### config.mk
export PLATFORM = sky130hd
export DESIGN_NAME = iefc_top
export DESIGN_NICKNAME = d
export VERILOG_FILES = /design/src/core/iefc_pkg.sv /design/src/core/iefc_edge_det.sv /design/src/core/iefc_sync2.sv /design/src/core/iefc_top.sv
export SDC_FILE = /design/constraint.sdc
export NUM_CORES = 1
export LEC_CHECK = 0
export BUFFER_PORTS_ARGS = -buffer_cell sky130_fd_sc_hd__buf_2
export CORE_MARGIN = 10
export CORE_UTILIZATION = 50
export CTS_CLUSTER_DIAMETER = 60
export DETAILED_ROUTE_END_ITERATION = 8
export PLACE_DENSITY = 0.89
export SETUP_SLACK_MARGIN = 0.02
export SYNTH_ARGS = -nofsm -noshare
export SYNTH_HDL_FRONTEND = slang
export SYNTH_SLANG_ARGS = --single-unit
### constraint.sdc
create_clock -name sys_clk -period 4.6 [get_ports sys_clk]
set_input_delay 0.69 -clock sys_clk [delete_from_list [all_inputs] [get_ports sys_clk]]
set_output_delay 0.69 -clock sys_clk [all_outputs]
set_load 0.02 [all_outputs]
### src/core/iefc_pkg.sv
// Constants for the interrupt enable and flag register bank.
// Assumes a 32-bit Avalon-MM slave port with byte addresses.
package iefc_pkg;

  // Register byte offsets
  localparam logic [4:0] OFS_CORE_CTRL  = 5'h00;
  localparam logic [4:0] OFS_PER_EN1    = 5'h04;
  localparam logic [4:0] OFS_PER_EN2    = 5'h08;
  localparam logic [4:0] OFS_PER_EN3    = 5'h0c;
  localparam logic [4:0] OFS_PER_PEND1  = 5'h10;
  localparam logic [4:0] OFS_PER_PEND2  = 5'h14;
  localparam logic [4:0] OFS_PER_PEND3  = 5'h18;

  // Core control field positions
  localparam int BIT_GLOBAL_EN   = 7;
  localparam int BIT_PERIPH_EN   = 6;
  localparam int BIT_TMR0_EN     = 5;
  localparam int BIT_EXT_EN      = 4;
  localparam int BIT_PCHG_EN     = 3;
  localparam int BIT_TMR0_FLAG   = 2;
  localparam int BIT_EXT_FLAG    = 1;
  localparam int BIT_PCHG_FLAG   = 0;

  // Peripheral bank one / two / three field positions
  localparam int BIT_T1_GATE     = 7;
  localparam int BIT_ADC_DONE    = 6;
  localparam int BIT_SER_RX      = 5;
  localparam int BIT_SER_TX      = 4;
  localparam int BIT_T2_MATCH    = 1;
  localparam int BIT_T1_OVF      = 0;
  localparam int BIT_CMP_ONE     = 5;
  localparam int BIT_PWM_CH3     = 6;
  localparam int BIT_PWM_CH2     = 5;
  localparam int BIT_PWM_CH1     = 4;

  // Implemented-bit masks; other positions read zero, except core bit 0, the read-only pin-change summary
  localparam logic [7:0] MASK_CORE_RW  = 8'hfe;
  localparam logic [7:0] MASK_BANK1    = 8'hf3;
  localparam logic [7:0] MASK_BANK1_NS = 8'hc3;
  localparam logic [7:0] MASK_BANK2    = 8'h20;
  localparam logic [7:0] MASK_BANK3    = 8'h70;

  // Reset values
  localparam logic [7:0] RST_REG8      = 8'h00;
  localparam logic [31:0] RST_RDATA    = 32'h0000_0000;

  // Vector the core jumps to on an accepted request
  localparam logic [15:0] IRQ_VECTOR   = 16'h0004;

  // Register select from a byte address
  typedef enum logic [7:0] {
    SEL_NONE  = 8'h00,
    SEL_CORE  = 8'h01,
    SEL_EN1   = 8'h02,
    SEL_EN2   = 8'h04,
    SEL_EN3   = 8'h08,
    SEL_PEND1 = 8'h10,
    SEL_PEND2 = 8'h20,
    SEL_PEND3 = 8'h40
  } iefc_sel_t;

  function automatic iefc_sel_t iefc_decode(input logic [4:0] addr);
    case (addr)
      OFS_CORE_CTRL: iefc_decode = SEL_CORE;
      OFS_PER_EN1:   iefc_decode = SEL_EN1;
      OFS_PER_EN2:   iefc_decode = SEL_EN2;
      OFS_PER_EN3:   iefc_decode = SEL_EN3;
      OFS_PER_PEND1: iefc_decode = SEL_PEND1;
      OFS_PER_PEND2: iefc_decode = SEL_PEND2;
      OFS_PER_PEND3: iefc_decode = SEL_PEND3;
      default:       iefc_decode = SEL_NONE;
    endcase
  endfunction : iefc_decode

endpackage : iefc_pkg

### src/core/iefc_edge_det.sv
// Selectable edge detector for the synchronised external pin.
// Assumes pin_level is already in the sys_clk domain.
`timescale 1ns/1ps
module iefc_edge_det (
  // Clock and reset
  input  wire logic sys_clk,
  input  wire logic arst_n,
  // Level and edge choice (1 = rising)
  input  wire logic pin_level,
  input  wire logic edge_rising,
  // One-cycle event
  output logic      edge_pulse
);

  logic       prev_ff;
  logic       nxt_prev;
  logic [1:0] settle_ff;
  logic [1:0] nxt_settle;
  logic       armed;
  logic       pulse;

  // Sync chain leaves reset at zero, so a pin idling high would look
  // like a rising edge; edges count only once real samples fill it
  always_comb begin
    nxt_prev   = pin_level;
    armed      = (settle_ff == 2'h3);
    nxt_settle = armed ? settle_ff : settle_ff + 2'h1;
    if (edge_rising) begin
      pulse = pin_level & ~prev_ff & armed;
    end else begin
      pulse = ~pin_level & prev_ff & armed;
    end
  end

  always_ff @(posedge sys_clk or negedge arst_n) begin
    if (!arst_n) begin
      prev_ff   <= 1'b0;
      settle_ff <= 2'h0;
    end else begin
      prev_ff   <= nxt_prev;
      settle_ff <= nxt_settle;
    end
  end

  assign edge_pulse = pulse;

endmodule : iefc_edge_det

### src/core/iefc_sync2.sv
// Two-flop synchroniser for a level from outside the sys_clk domain.
// Assumes the input holds long enough to be seen by two edges.
`timescale 1ns/1ps
module iefc_sync2 (
  // Clock and reset
  input  wire logic sys_clk,
  input  wire logic arst_n,
  // Level in, level out
  input  wire logic async_in,
  output logic      sync_out
);

  logic meta_ff;
  logic nxt_meta;
  logic sync_ff;
  logic nxt_sync;

  always_comb begin
    nxt_meta = async_in;
    nxt_sync = meta_ff;
  end

  always_ff @(posedge sys_clk or negedge arst_n) begin
    if (!arst_n) begin
      meta_ff <= 1'b0;
      sync_ff <= 1'b0;
    end else begin
      meta_ff <= nxt_meta;
      sync_ff <= nxt_sync;
    end
  end

  assign sync_out = sync_ff;

endmodule : iefc_sync2

### src/core/iefc_top.sv
// Interrupt enable and flag register bank with Avalon-MM slave port.
// Assumes event pulses are one sys_clk cycle wide and synchronous.
//
// Functional notes
// Global enable bit 7 passes all enabled requests; zero blocks every request.
// Group enable bit 6 must be set for peripheral-bank sources to request.
// Pending flags set on their event regardless of any enable bit.
// Software should clear a stale flag before setting its enable.
// Control bits 5, 4, 3 enable timer0, external pin and pin-change sources.
// Control bit 2 sets when timer0 count overflows.
// Control bit 1 sets on a qualifying external pin edge.
// Control bit 0 reads one while any individual pin-change flag is set.
// Bit 0 is read-only, ignores writes; other control bits read/write.
// Bank one enables: gate bit 7, ADC bit 6, timer2 bit 1, timer1 bit 0.
// Serial enables at bits 5 and 4 exist only with the serial port.
// Unimplemented bits ignore writes and read zero.
// Bank two enable implements only bit 5, comparator one.
// Bank three enables PWM channels 3, 2, 1 at bits 6, 5, 4.
// Bank one flags share positions with bank one enables; one means pending.
// Bank two flag implements only bit 5, paired with its enable.
// Bank three flags are read-only copies of the PWM modules' flags.
// Every implemented bit resets to zero on any reset.
// Accepted request clears global enable; core jumps to vector 0004h.
// Return from interrupt sets the global enable again.
// External event is rising edge when select is one, else falling.
// Request when global enable and any enabled pending source qualifies.
// Event pulses are one cycle; set beats a same-cycle clear.
`timescale 1ns/1ps
module iefc_top
  import iefc_pkg::*;
#(
  parameter bit SERIAL_PRESENT = 1'b1
) (
  // Clock and reset
  input  wire logic        sys_clk,
  input  wire logic        arst_n,
  // Avalon-MM slave
  input  wire logic [4:0]  avs_address,
  input  wire logic        avs_read,
  input  wire logic        avs_write,
  input  wire logic [31:0] avs_writedata,
  input  wire logic [3:0]  avs_byteenable,
  output logic [31:0]      avs_readdata,
  output logic             avs_waitrequest,
  // Core-register event sources
  input  wire logic        timer0_overflow_evt,
  input  wire logic        ext_pin,
  input  wire logic        ext_edge_select,
  input  wire logic        pin_change_any,
  // Peripheral event pulses
  input  wire logic        timer1_gate_evt,
  input  wire logic        adc_done_evt,
  input  wire logic        serial_rx_evt,
  input  wire logic        serial_tx_evt,
  input  wire logic        timer2_match_evt,
  input  wire logic        timer1_overflow_evt,
  input  wire logic        comparator_one_evt,
  // PWM module flag levels, channels 3..1 in bits 2..0
  input  wire logic [2:0]  pwm_flag_in,
  // Processor core handshake
  input  wire logic        irq_taken,
  input  wire logic        return_from_irq,
  output logic             irq_req,
  output logic [15:0]      irq_vector
);

  // Bus state machine
  typedef enum logic [1:0] {
    ST_IDLE = 2'b01,
    ST_ACK  = 2'b10
  } iefc_bus_state_t;

  iefc_bus_state_t state_ff;
  iefc_bus_state_t nxt_state;
  logic            wait_ff;
  logic            nxt_wait;
  logic [31:0]     rdata_ff;
  logic [31:0]     nxt_rdata;

  // Register state
  logic [7:0] core_irq_control_ff;
  logic [7:0] nxt_core_irq_control;
  logic [7:0] peripheral_enable_one_ff;
  logic [7:0] nxt_peripheral_enable_one;
  logic [7:0] peripheral_enable_two_ff;
  logic [7:0] nxt_peripheral_enable_two;
  logic [7:0] peripheral_enable_three_ff;
  logic [7:0] nxt_peripheral_enable_three;
  logic [7:0] peripheral_pending_one_ff;
  logic [7:0] nxt_peripheral_pending_one;
  logic [7:0] peripheral_pending_two_ff;
  logic [7:0] nxt_peripheral_pending_two;
  logic [7:0] peripheral_pending_three_ff;
  logic [7:0] nxt_peripheral_pending_three;
  logic       pin_change_summary_ff;
  logic       nxt_pin_change_summary;

  // Request output
  logic        irq_req_ff;
  logic        nxt_irq_req;
  logic [15:0] vector_ff;

  // Decode and event wiring
  iefc_sel_t  sel;
  logic       wr_ok;
  logic [7:0] wbyte;
  logic [7:0] bank1_mask;
  logic [7:0] bank1_set;
  logic [7:0] bank2_set;
  logic [7:0] pwm_copy;
  logic [7:0] core_view;
  logic       ext_pin_sync;
  logic       ext_edge_sel_sync;
  logic       ext_pin_evt;
  logic       core_pending;
  logic       periph_pending;

  // External pin and its edge select come from outside the clock domain
  iefc_sync2 u_sync_pin (
    .sys_clk  (sys_clk),
    .arst_n   (arst_n),
    .async_in (ext_pin),
    .sync_out (ext_pin_sync)
  );

  iefc_sync2 u_sync_edge_sel (
    .sys_clk  (sys_clk),
    .arst_n   (arst_n),
    .async_in (ext_edge_select),
    .sync_out (ext_edge_sel_sync)
  );

  iefc_edge_det u_edge (
    .sys_clk     (sys_clk),
    .arst_n      (arst_n),
    .pin_level   (ext_pin_sync),
    .edge_rising (ext_edge_sel_sync),
    .edge_pulse  (ext_pin_evt)
  );

  // Bus decode; a write lands only at the edge where waitrequest is low
  always_comb begin
    sel   = iefc_decode(avs_address);
    wr_ok = (state_ff == ST_ACK) & avs_write & avs_byteenable[0];
    wbyte = avs_writedata[7:0];
  end

  // Serial bits vanish entirely on the variant without the serial port
  always_comb begin
    bank1_mask = SERIAL_PRESENT ? MASK_BANK1 : MASK_BANK1_NS;
  end

  // Event vectors at their register positions
  always_comb begin
    bank1_set = 8'h00;
    bank1_set[BIT_T1_GATE]  = timer1_gate_evt;
    bank1_set[BIT_ADC_DONE] = adc_done_evt;
    bank1_set[BIT_SER_RX]   = serial_rx_evt;
    bank1_set[BIT_SER_TX]   = serial_tx_evt;
    bank1_set[BIT_T2_MATCH] = timer2_match_evt;
    bank1_set[BIT_T1_OVF]   = timer1_overflow_evt;
    bank2_set = 8'h00;
    bank2_set[BIT_CMP_ONE]  = comparator_one_evt;
    pwm_copy = 8'h00;
    pwm_copy[BIT_PWM_CH3]   = pwm_flag_in[2];
    pwm_copy[BIT_PWM_CH2]   = pwm_flag_in[1];
    pwm_copy[BIT_PWM_CH1]   = pwm_flag_in[0];
  end

  // Core control register
  always_comb begin
    nxt_core_irq_control = core_irq_control_ff;
    if (wr_ok && sel == SEL_CORE) begin
      nxt_core_irq_control = wbyte & MASK_CORE_RW;
    end
    // Hardware sets win over a same-cycle software clear
    if (timer0_overflow_evt) begin
      nxt_core_irq_control[BIT_TMR0_FLAG] = 1'b1;
    end
    if (ext_pin_evt) begin
      nxt_core_irq_control[BIT_EXT_FLAG] = 1'b1;
    end
    // Core handshake has the last word on the global enable
    if (return_from_irq) begin
      nxt_core_irq_control[BIT_GLOBAL_EN] = 1'b1;
    end
    if (irq_taken && core_irq_control_ff[BIT_GLOBAL_EN]) begin
      nxt_core_irq_control[BIT_GLOBAL_EN] = 1'b0;
    end
    nxt_core_irq_control[BIT_PCHG_FLAG] = 1'b0;
  end

  // Summary flag follows the pin-change flags, never the bus
  always_comb begin
    nxt_pin_change_summary = pin_change_any;
  end

  // Enable registers
  always_comb begin
    nxt_peripheral_enable_one   = peripheral_enable_one_ff;
    nxt_peripheral_enable_two   = peripheral_enable_two_ff;
    nxt_peripheral_enable_three = peripheral_enable_three_ff;
    if (wr_ok && sel == SEL_EN1) begin
      nxt_peripheral_enable_one = wbyte & bank1_mask;
    end
    if (wr_ok && sel == SEL_EN2) begin
      nxt_peripheral_enable_two = wbyte & MASK_BANK2;
    end
    if (wr_ok && sel == SEL_EN3) begin
      nxt_peripheral_enable_three = wbyte & MASK_BANK3;
    end
  end

  // Pending registers; set wins over a same-cycle clear
  always_comb begin
    nxt_peripheral_pending_one = peripheral_pending_one_ff;
    nxt_peripheral_pending_two = peripheral_pending_two_ff;
    if (wr_ok && sel == SEL_PEND1) begin
      nxt_peripheral_pending_one = wbyte;
    end
    if (wr_ok && sel == SEL_PEND2) begin
      nxt_peripheral_pending_two = wbyte;
    end
    nxt_peripheral_pending_one = (nxt_peripheral_pending_one | bank1_set)
                                 & bank1_mask;
    nxt_peripheral_pending_two = (nxt_peripheral_pending_two | bank2_set)
                                 & MASK_BANK2;
    // Copies only; software clears these inside each PWM module
    nxt_peripheral_pending_three = pwm_copy & MASK_BANK3;
  end

  // Request to the core, registered so the output is glitch-free
  always_comb begin
    core_pending = (core_irq_control_ff[BIT_TMR0_EN] & core_irq_control_ff[BIT_TMR0_FLAG])
                 | (core_irq_control_ff[BIT_EXT_EN] & core_irq_control_ff[BIT_EXT_FLAG])
                 | (core_irq_control_ff[BIT_PCHG_EN] & pin_change_summary_ff);
    periph_pending = |(peripheral_enable_one_ff & peripheral_pending_one_ff)
                   | |(peripheral_enable_two_ff & peripheral_pending_two_ff)
                   | |(peripheral_enable_three_ff & peripheral_pending_three_ff);
    nxt_irq_req = core_irq_control_ff[BIT_GLOBAL_EN]
                & (core_pending
                   | (core_irq_control_ff[BIT_PERIPH_EN] & periph_pending));
  end

  // Read view of the control register with the live summary bit
  always_comb begin
    core_view = core_irq_control_ff;
    core_view[BIT_PCHG_FLAG] = pin_change_summary_ff;
  end

  // Bus state machine: one wait cycle, then the answer
  always_comb begin
    nxt_state = state_ff;
    nxt_wait  = wait_ff;
    nxt_rdata = rdata_ff;
    case (state_ff)
      ST_IDLE: begin
        if (avs_read || avs_write) begin
          nxt_state = ST_ACK;
          nxt_wait  = 1'b0;
          nxt_rdata = RST_RDATA;
          if (avs_read) begin
            case (sel)
              SEL_CORE:  nxt_rdata[7:0] = core_view;
              SEL_EN1:   nxt_rdata[7:0] = peripheral_enable_one_ff;
              SEL_EN2:   nxt_rdata[7:0] = peripheral_enable_two_ff;
              SEL_EN3:   nxt_rdata[7:0] = peripheral_enable_three_ff;
              SEL_PEND1: nxt_rdata[7:0] = peripheral_pending_one_ff;
              SEL_PEND2: nxt_rdata[7:0] = peripheral_pending_two_ff;
              SEL_PEND3: nxt_rdata[7:0] = peripheral_pending_three_ff;
              default:   nxt_rdata[7:0] = RST_REG8;
            endcase
          end
        end
      end
      ST_ACK: begin
        nxt_state = ST_IDLE;
        nxt_wait  = 1'b1;
      end
      default: begin
        nxt_state = ST_IDLE;
        nxt_wait  = 1'b1;
      end
    endcase
  end

  always_ff @(posedge sys_clk or negedge arst_n) begin
    if (!arst_n) begin
      state_ff <= ST_IDLE;
      wait_ff  <= 1'b1;
      rdata_ff <= RST_RDATA;
    end else begin
      state_ff <= nxt_state;
      wait_ff  <= nxt_wait;
      rdata_ff <= nxt_rdata;
    end
  end

  always_ff @(posedge sys_clk or negedge arst_n) begin
    if (!arst_n) begin
      core_irq_control_ff         <= RST_REG8;
      peripheral_enable_one_ff    <= RST_REG8;
      peripheral_enable_two_ff    <= RST_REG8;
      peripheral_enable_three_ff  <= RST_REG8;
      peripheral_pending_one_ff   <= RST_REG8;
      peripheral_pending_two_ff   <= RST_REG8;
      peripheral_pending_three_ff <= RST_REG8;
      pin_change_summary_ff       <= 1'b0;
    end else begin
      core_irq_control_ff         <= nxt_core_irq_control;
      peripheral_enable_one_ff    <= nxt_peripheral_enable_one;
      peripheral_enable_two_ff    <= nxt_peripheral_enable_two;
      peripheral_enable_three_ff  <= nxt_peripheral_enable_three;
      peripheral_pending_one_ff   <= nxt_peripheral_pending_one;
      peripheral_pending_two_ff   <= nxt_peripheral_pending_two;
      peripheral_pending_three_ff <= nxt_peripheral_pending_three;
      pin_change_summary_ff       <= nxt_pin_change_summary;
    end
  end

  always_ff @(posedge sys_clk or negedge arst_n) begin
    if (!arst_n) begin
      irq_req_ff <= 1'b0;
      vector_ff  <= 16'h0000;
    end else begin
      irq_req_ff <= nxt_irq_req;
      vector_ff  <= IRQ_VECTOR;
    end
  end

  assign avs_readdata    = rdata_ff;
  assign avs_waitrequest = wait_ff;
  assign irq_req         = irq_req_ff;
  assign irq_vector      = vector_ff;

endmodule : iefc_top

==> results_tabular.tex <==
\begin{tabular}{lr}
\hline
Metric & Value \\
\hline
\multicolumn{2}{l}{\textbf{Cells and area}} \\
\quad Antenna cells & 0 \\
\quad Net count reported at finish & $\sim$310 \\
\quad Final cell count without fillers & 295 \\
\quad Most common cell after layout, fill and taps aside & dfrtp\_1 \\
\quad Leading cell types in the layout, fill and taps excluded & dfrtp\_1 (46), buf\_2 (44), conb\_1 (40) \\
\quad Filler instances & 399 \\
\quad Area Overhead vs Synth & 7.99\% \\
\quad Share of final-layout standard cells stronger than drive strength 1 & 0.313 \\
\quad Final cell utilization of the core & 0.570 \\
\multicolumn{2}{l}{\textbf{Logic synthesis}} \\
\quad Leading register cell type out of synthesis & dfrtp\_1 \\
\quad Synth top area cells & dfrtp\_1 (49\%), buf\_4 (12\%), mux2\_2 (7.1\%), mux2i\_1 (3.4\%), a22oi\_1 (2.2\%) \\
\quad Number of standard cells after synthesis & about 200 \\
\quad Simple-gate area share of the yosys netlist & 0.114 \\
\quad Synthesis-stage register bit count & 47 \\
\quad Multiplexer share of the synthesized area & 0.116 \\
\quad Top cell type by total area after synthesis & dfrtp\_1 \\
\quad Avg Cell Area, Syn & 11.9 um2 \\
\quad Synth top area share & 0.487 \\
\quad Synthesis warning total & 0 \\
\quad Adder-cell share of the synthesized area & 0.00529 \\
\quad Post-synthesis compound-gate area fraction & 0.118 \\
\quad Share of flip-flops with an asynchronous set or reset & 1.00 \\
\quad Count of distinct cell types in the synthesized netlist & 45 \\
\quad Sequential fraction of the synthesis area & 0.498 \\
\quad Share of the synthesized netlist area taken by xor and xnor gates & 0.00371 \\
\quad Dominant combinational cell family by area after synthesis & buffers and inverters \\
\quad Number of enable flip-flop cells after synthesis & 0 \\
\quad Synth Cell Area & $\sim$2400 um2 \\
\multicolumn{2}{l}{\textbf{Floorplan}} \\
\quad Die boundary height & 88.8 um \\
\quad Top Ports & 111 \\
\quad FP Rows & 24 \\
\quad Initial Utilization & 0.528 \\
\quad Placeable core region & 4470 um2 \\
\quad Die Outline Area & 7880 um2 \\
\quad Horizontal extent of the die & between 80 and 90 um \\
\multicolumn{2}{l}{\textbf{Worst setup path}} \\
\quad Stages on the worst setup path & 4 \\
\quad Count of cells along the worst register-to-register path & 4 \\
\quad Crit path required time & between 4 and 5 ns \\
\quad Max stage delay cell, worst path & nor3b\_2 \\
\quad Maximum fanout along the worst path & 15 \\
\quad Crit path buf inv count & 1 \\
\quad Critical Path Start Type & input port \\
\quad WP data arrival & 2.06 ns \\
\quad Worst path cell trace & buf\_2 > nor2b\_2 > nor3b\_2 > mux2\_2 \\
\quad Family with the most delay on the worst path & simple AND/OR/NAND/NOR gates \\
\quad Setup Crit Path Kind & input port to flip-flop \\
\quad Worst setup EP type & flip-flop \\
\quad Biggest cell delay along the critical path & 0.40 ns \\
\multicolumn{2}{l}{\textbf{Clock network}} \\
\quad Clock network latency to the later pin of the worst-skew pair & roughly 0.30 ns \\
\quad CTS root buf & clkbuf\_8 \\
\quad Htree depth & 2 \\
\quad CTS Hold Bufs & 0 \\
\quad Buffer depth of the longest clock path & 2 \\
\quad Sinks on the clock net & 47 \\
\quad Total clock buffers created by CTS & 5 \\
\quad Post-CTS setup buffer count & 0 \\
\quad Clock transition time at the flip-flop clock pins of the worst setup and hold paths & 0.08 ns \\
\quad Post-cts repair resize count & 0 \\
\quad Clock tree from TritonCTS & built \\
\multicolumn{2}{l}{\textbf{Hold path}} \\
\quad Hold Path Class & flip-flop to flip-flop \\
\quad Hold Path Depth & 0 \\
\multicolumn{2}{l}{\textbf{STA}} \\
\quad Setup slack after layout & 2.73 ns \\
\quad Transition at the pin with the smallest max-transition slack & 1.01 ns \\
\quad Setup repair after global routing missed its margin & no \\
\quad Hold violation total from the final report & 0 \\
\quad Fmax achieved & 534 MHz \\
\quad Slew Limit Fails & 0 \\
\quad Final period demand of the worst path & 1.87 ns \\
\quad Final count of negative-setup-slack endpoints & 0 \\
\quad Max-Slew Margin vs Limit & 0.324 \\
\quad Post-route clock skew & 0.00862 ns \\
\quad Share of the cycle needed by the critical path after routing & 0.407 \\
\quad Setup tns final & 0 ns \\
\multicolumn{2}{l}{\textbf{Placement}} \\
\quad Dpl cells & 288 \\
\quad Gpl congestion & 0.892 \\
\quad Setup WS pre-CTS & 2.46 ns \\
\quad I/O Buffers & 44 \\
\quad Half-perimeter wire length of the detailed placement result & just under 4000 um \\
\multicolumn{2}{l}{\textbf{Routing}} \\
\quad Number of DRC markers after the initial detailed-route iteration & 145 \\
\quad Number of search-and-repair iterations in the first detailed-routing pass & 4 \\
\quad Routed WL per cell & 17.5 um \\
\quad Remaining number of nets flagged by the antenna check after routing & 0 \\
\quad Via count normalized by instance count & 5.38 \\
\quad DRC & 0 \\
\quad Via Count & 1588 \\
\quad DRT Wirelength & 5170 um \\
\multicolumn{2}{l}{\textbf{Global route}} \\
\quad Antenna violations before repair & 0 \\
\quad Number of global-route vias before repair & between 1500 and 2000 \\
\quad Pin count of the biggest net entering global routing & 48 \\
\quad GRT Util Overall & 0.126 \\
\quad Global-route wire length before repair & 7780 um \\
\quad Total gr overflow & 0 \\
\multicolumn{2}{l}{\textbf{Outcome}} \\
\quad Status & finished clean \\
\multicolumn{2}{l}{\textbf{Pwr}} \\
\quad Pwr dens & around 340 nW/um2 \\
\quad Worst ir drop on vdd & about 230 uV \\
\quad Pwr Total & $\sim$0.86 mW \\
\quad Leakage Power & 1.25 nW \\
\multicolumn{2}{l}{\textbf{Job}} \\
\quad Max-Cap Viols & 0 \\
\hline
\end{tabular}
synthesized netlist by cell type, drive strengths merged, types with 2 or more instances:
cell type / n
dfrtp: 46
buf: 43
mux2: 15
nor2b: 9
mux2i: 8
nand2: 8
o21ai: 8
a211o: 7
a22oi: 7
a22o: 5
nor2: 4
and3: 3
nand3: 3
nand3b: 3
a32o: 2
conb: 2
inv: 2
nor3: 2
nor3b: 2
o211ai: 2
o2bb2ai: 2
path summary, 6_finish.rpt:
check                                   startpoint                             to  slack [ns]
min in group asynchronous                   arst_n   peripheral_pending_one_ff[6]        0.57
max in group asynchronous                   arst_n                        irq_req        3.41
worst min-delay path            u_sync_pin.meta_ff            u_sync_pin.sync_out        0.35
worst max register to register         state_ff[0]   peripheral_pending_one_ff[0]        3.09
worst min register to register  u_sync_pin.meta_ff            u_sync_pin.sync_out        0.35
worst max-delay path                avs_address[2]  peripheral_enable_three_ff[6]        2.73
flip-flops by register name, indices dropped and copies added, names as in the netlist, 2 cells and up:
| signal | cells |
|---|---|
| peripheral_pending_three_ff | 3 |
| state_ff | 2 |
| peripheral_enable_one_ff | 6 |
| peripheral_pending_one_ff | 6 |
| u_edge.settle_ff | 2 |
| peripheral_enable_three_ff | 3 |
| avs_readdata | 8 |
| core_irq_control_ff | 7 |
cell families after synthesis:
family | count (synthesis)
DFF | 47
buffers and inverters | 46
and+or+nand+nor | 41
AOI/OAI and AO/OA | 36
muxes | 24
other | 2
adders and majority gates | 1
xor gates and xnor gates | 1
final cells by class:
type	count	area (um2)	area share
inverter	2	7.51	0.00294
timing repair buffer	44	220	0.0863
multi-input combinational	143	995	0.390
tap	52	65.1	0.0255
clock inverter	1	5.00	0.00196
clock buffer	6	82.6	0.0324
sequential	47	1180	0.461
through the flow:
stage	hold WS (ns)	area (um2)
6_report	0.353	2550
5_1_grt	0.374	2550
4_1_cts	0.356	2550
3_5_place_dp	0.337	2460
3_3_place_gp	0.332	2460
2_1_floorplan	0.331	2510
metal layers:
metal / track usage / up-vias / part of all wire
met3: 0.0432 / 10 / 0.12
met4: 0.0470 / 0 / 0.012
met1: 0.156 / 759 / 0.42
met2: 0.199 / 98 / 0.45
met5: 0 / - / 0
li1: - / 721 / -
report_power, final:
part	switching (mW)	total (mW)	internal (mW)
Clock	0.132	0.250	0.118
Combinational	0.100	0.149	0.0486
Sequential	0.0197	0.464	0.445
Total	0.252	0.863	0.611
(Power assumes the default switching activity.)
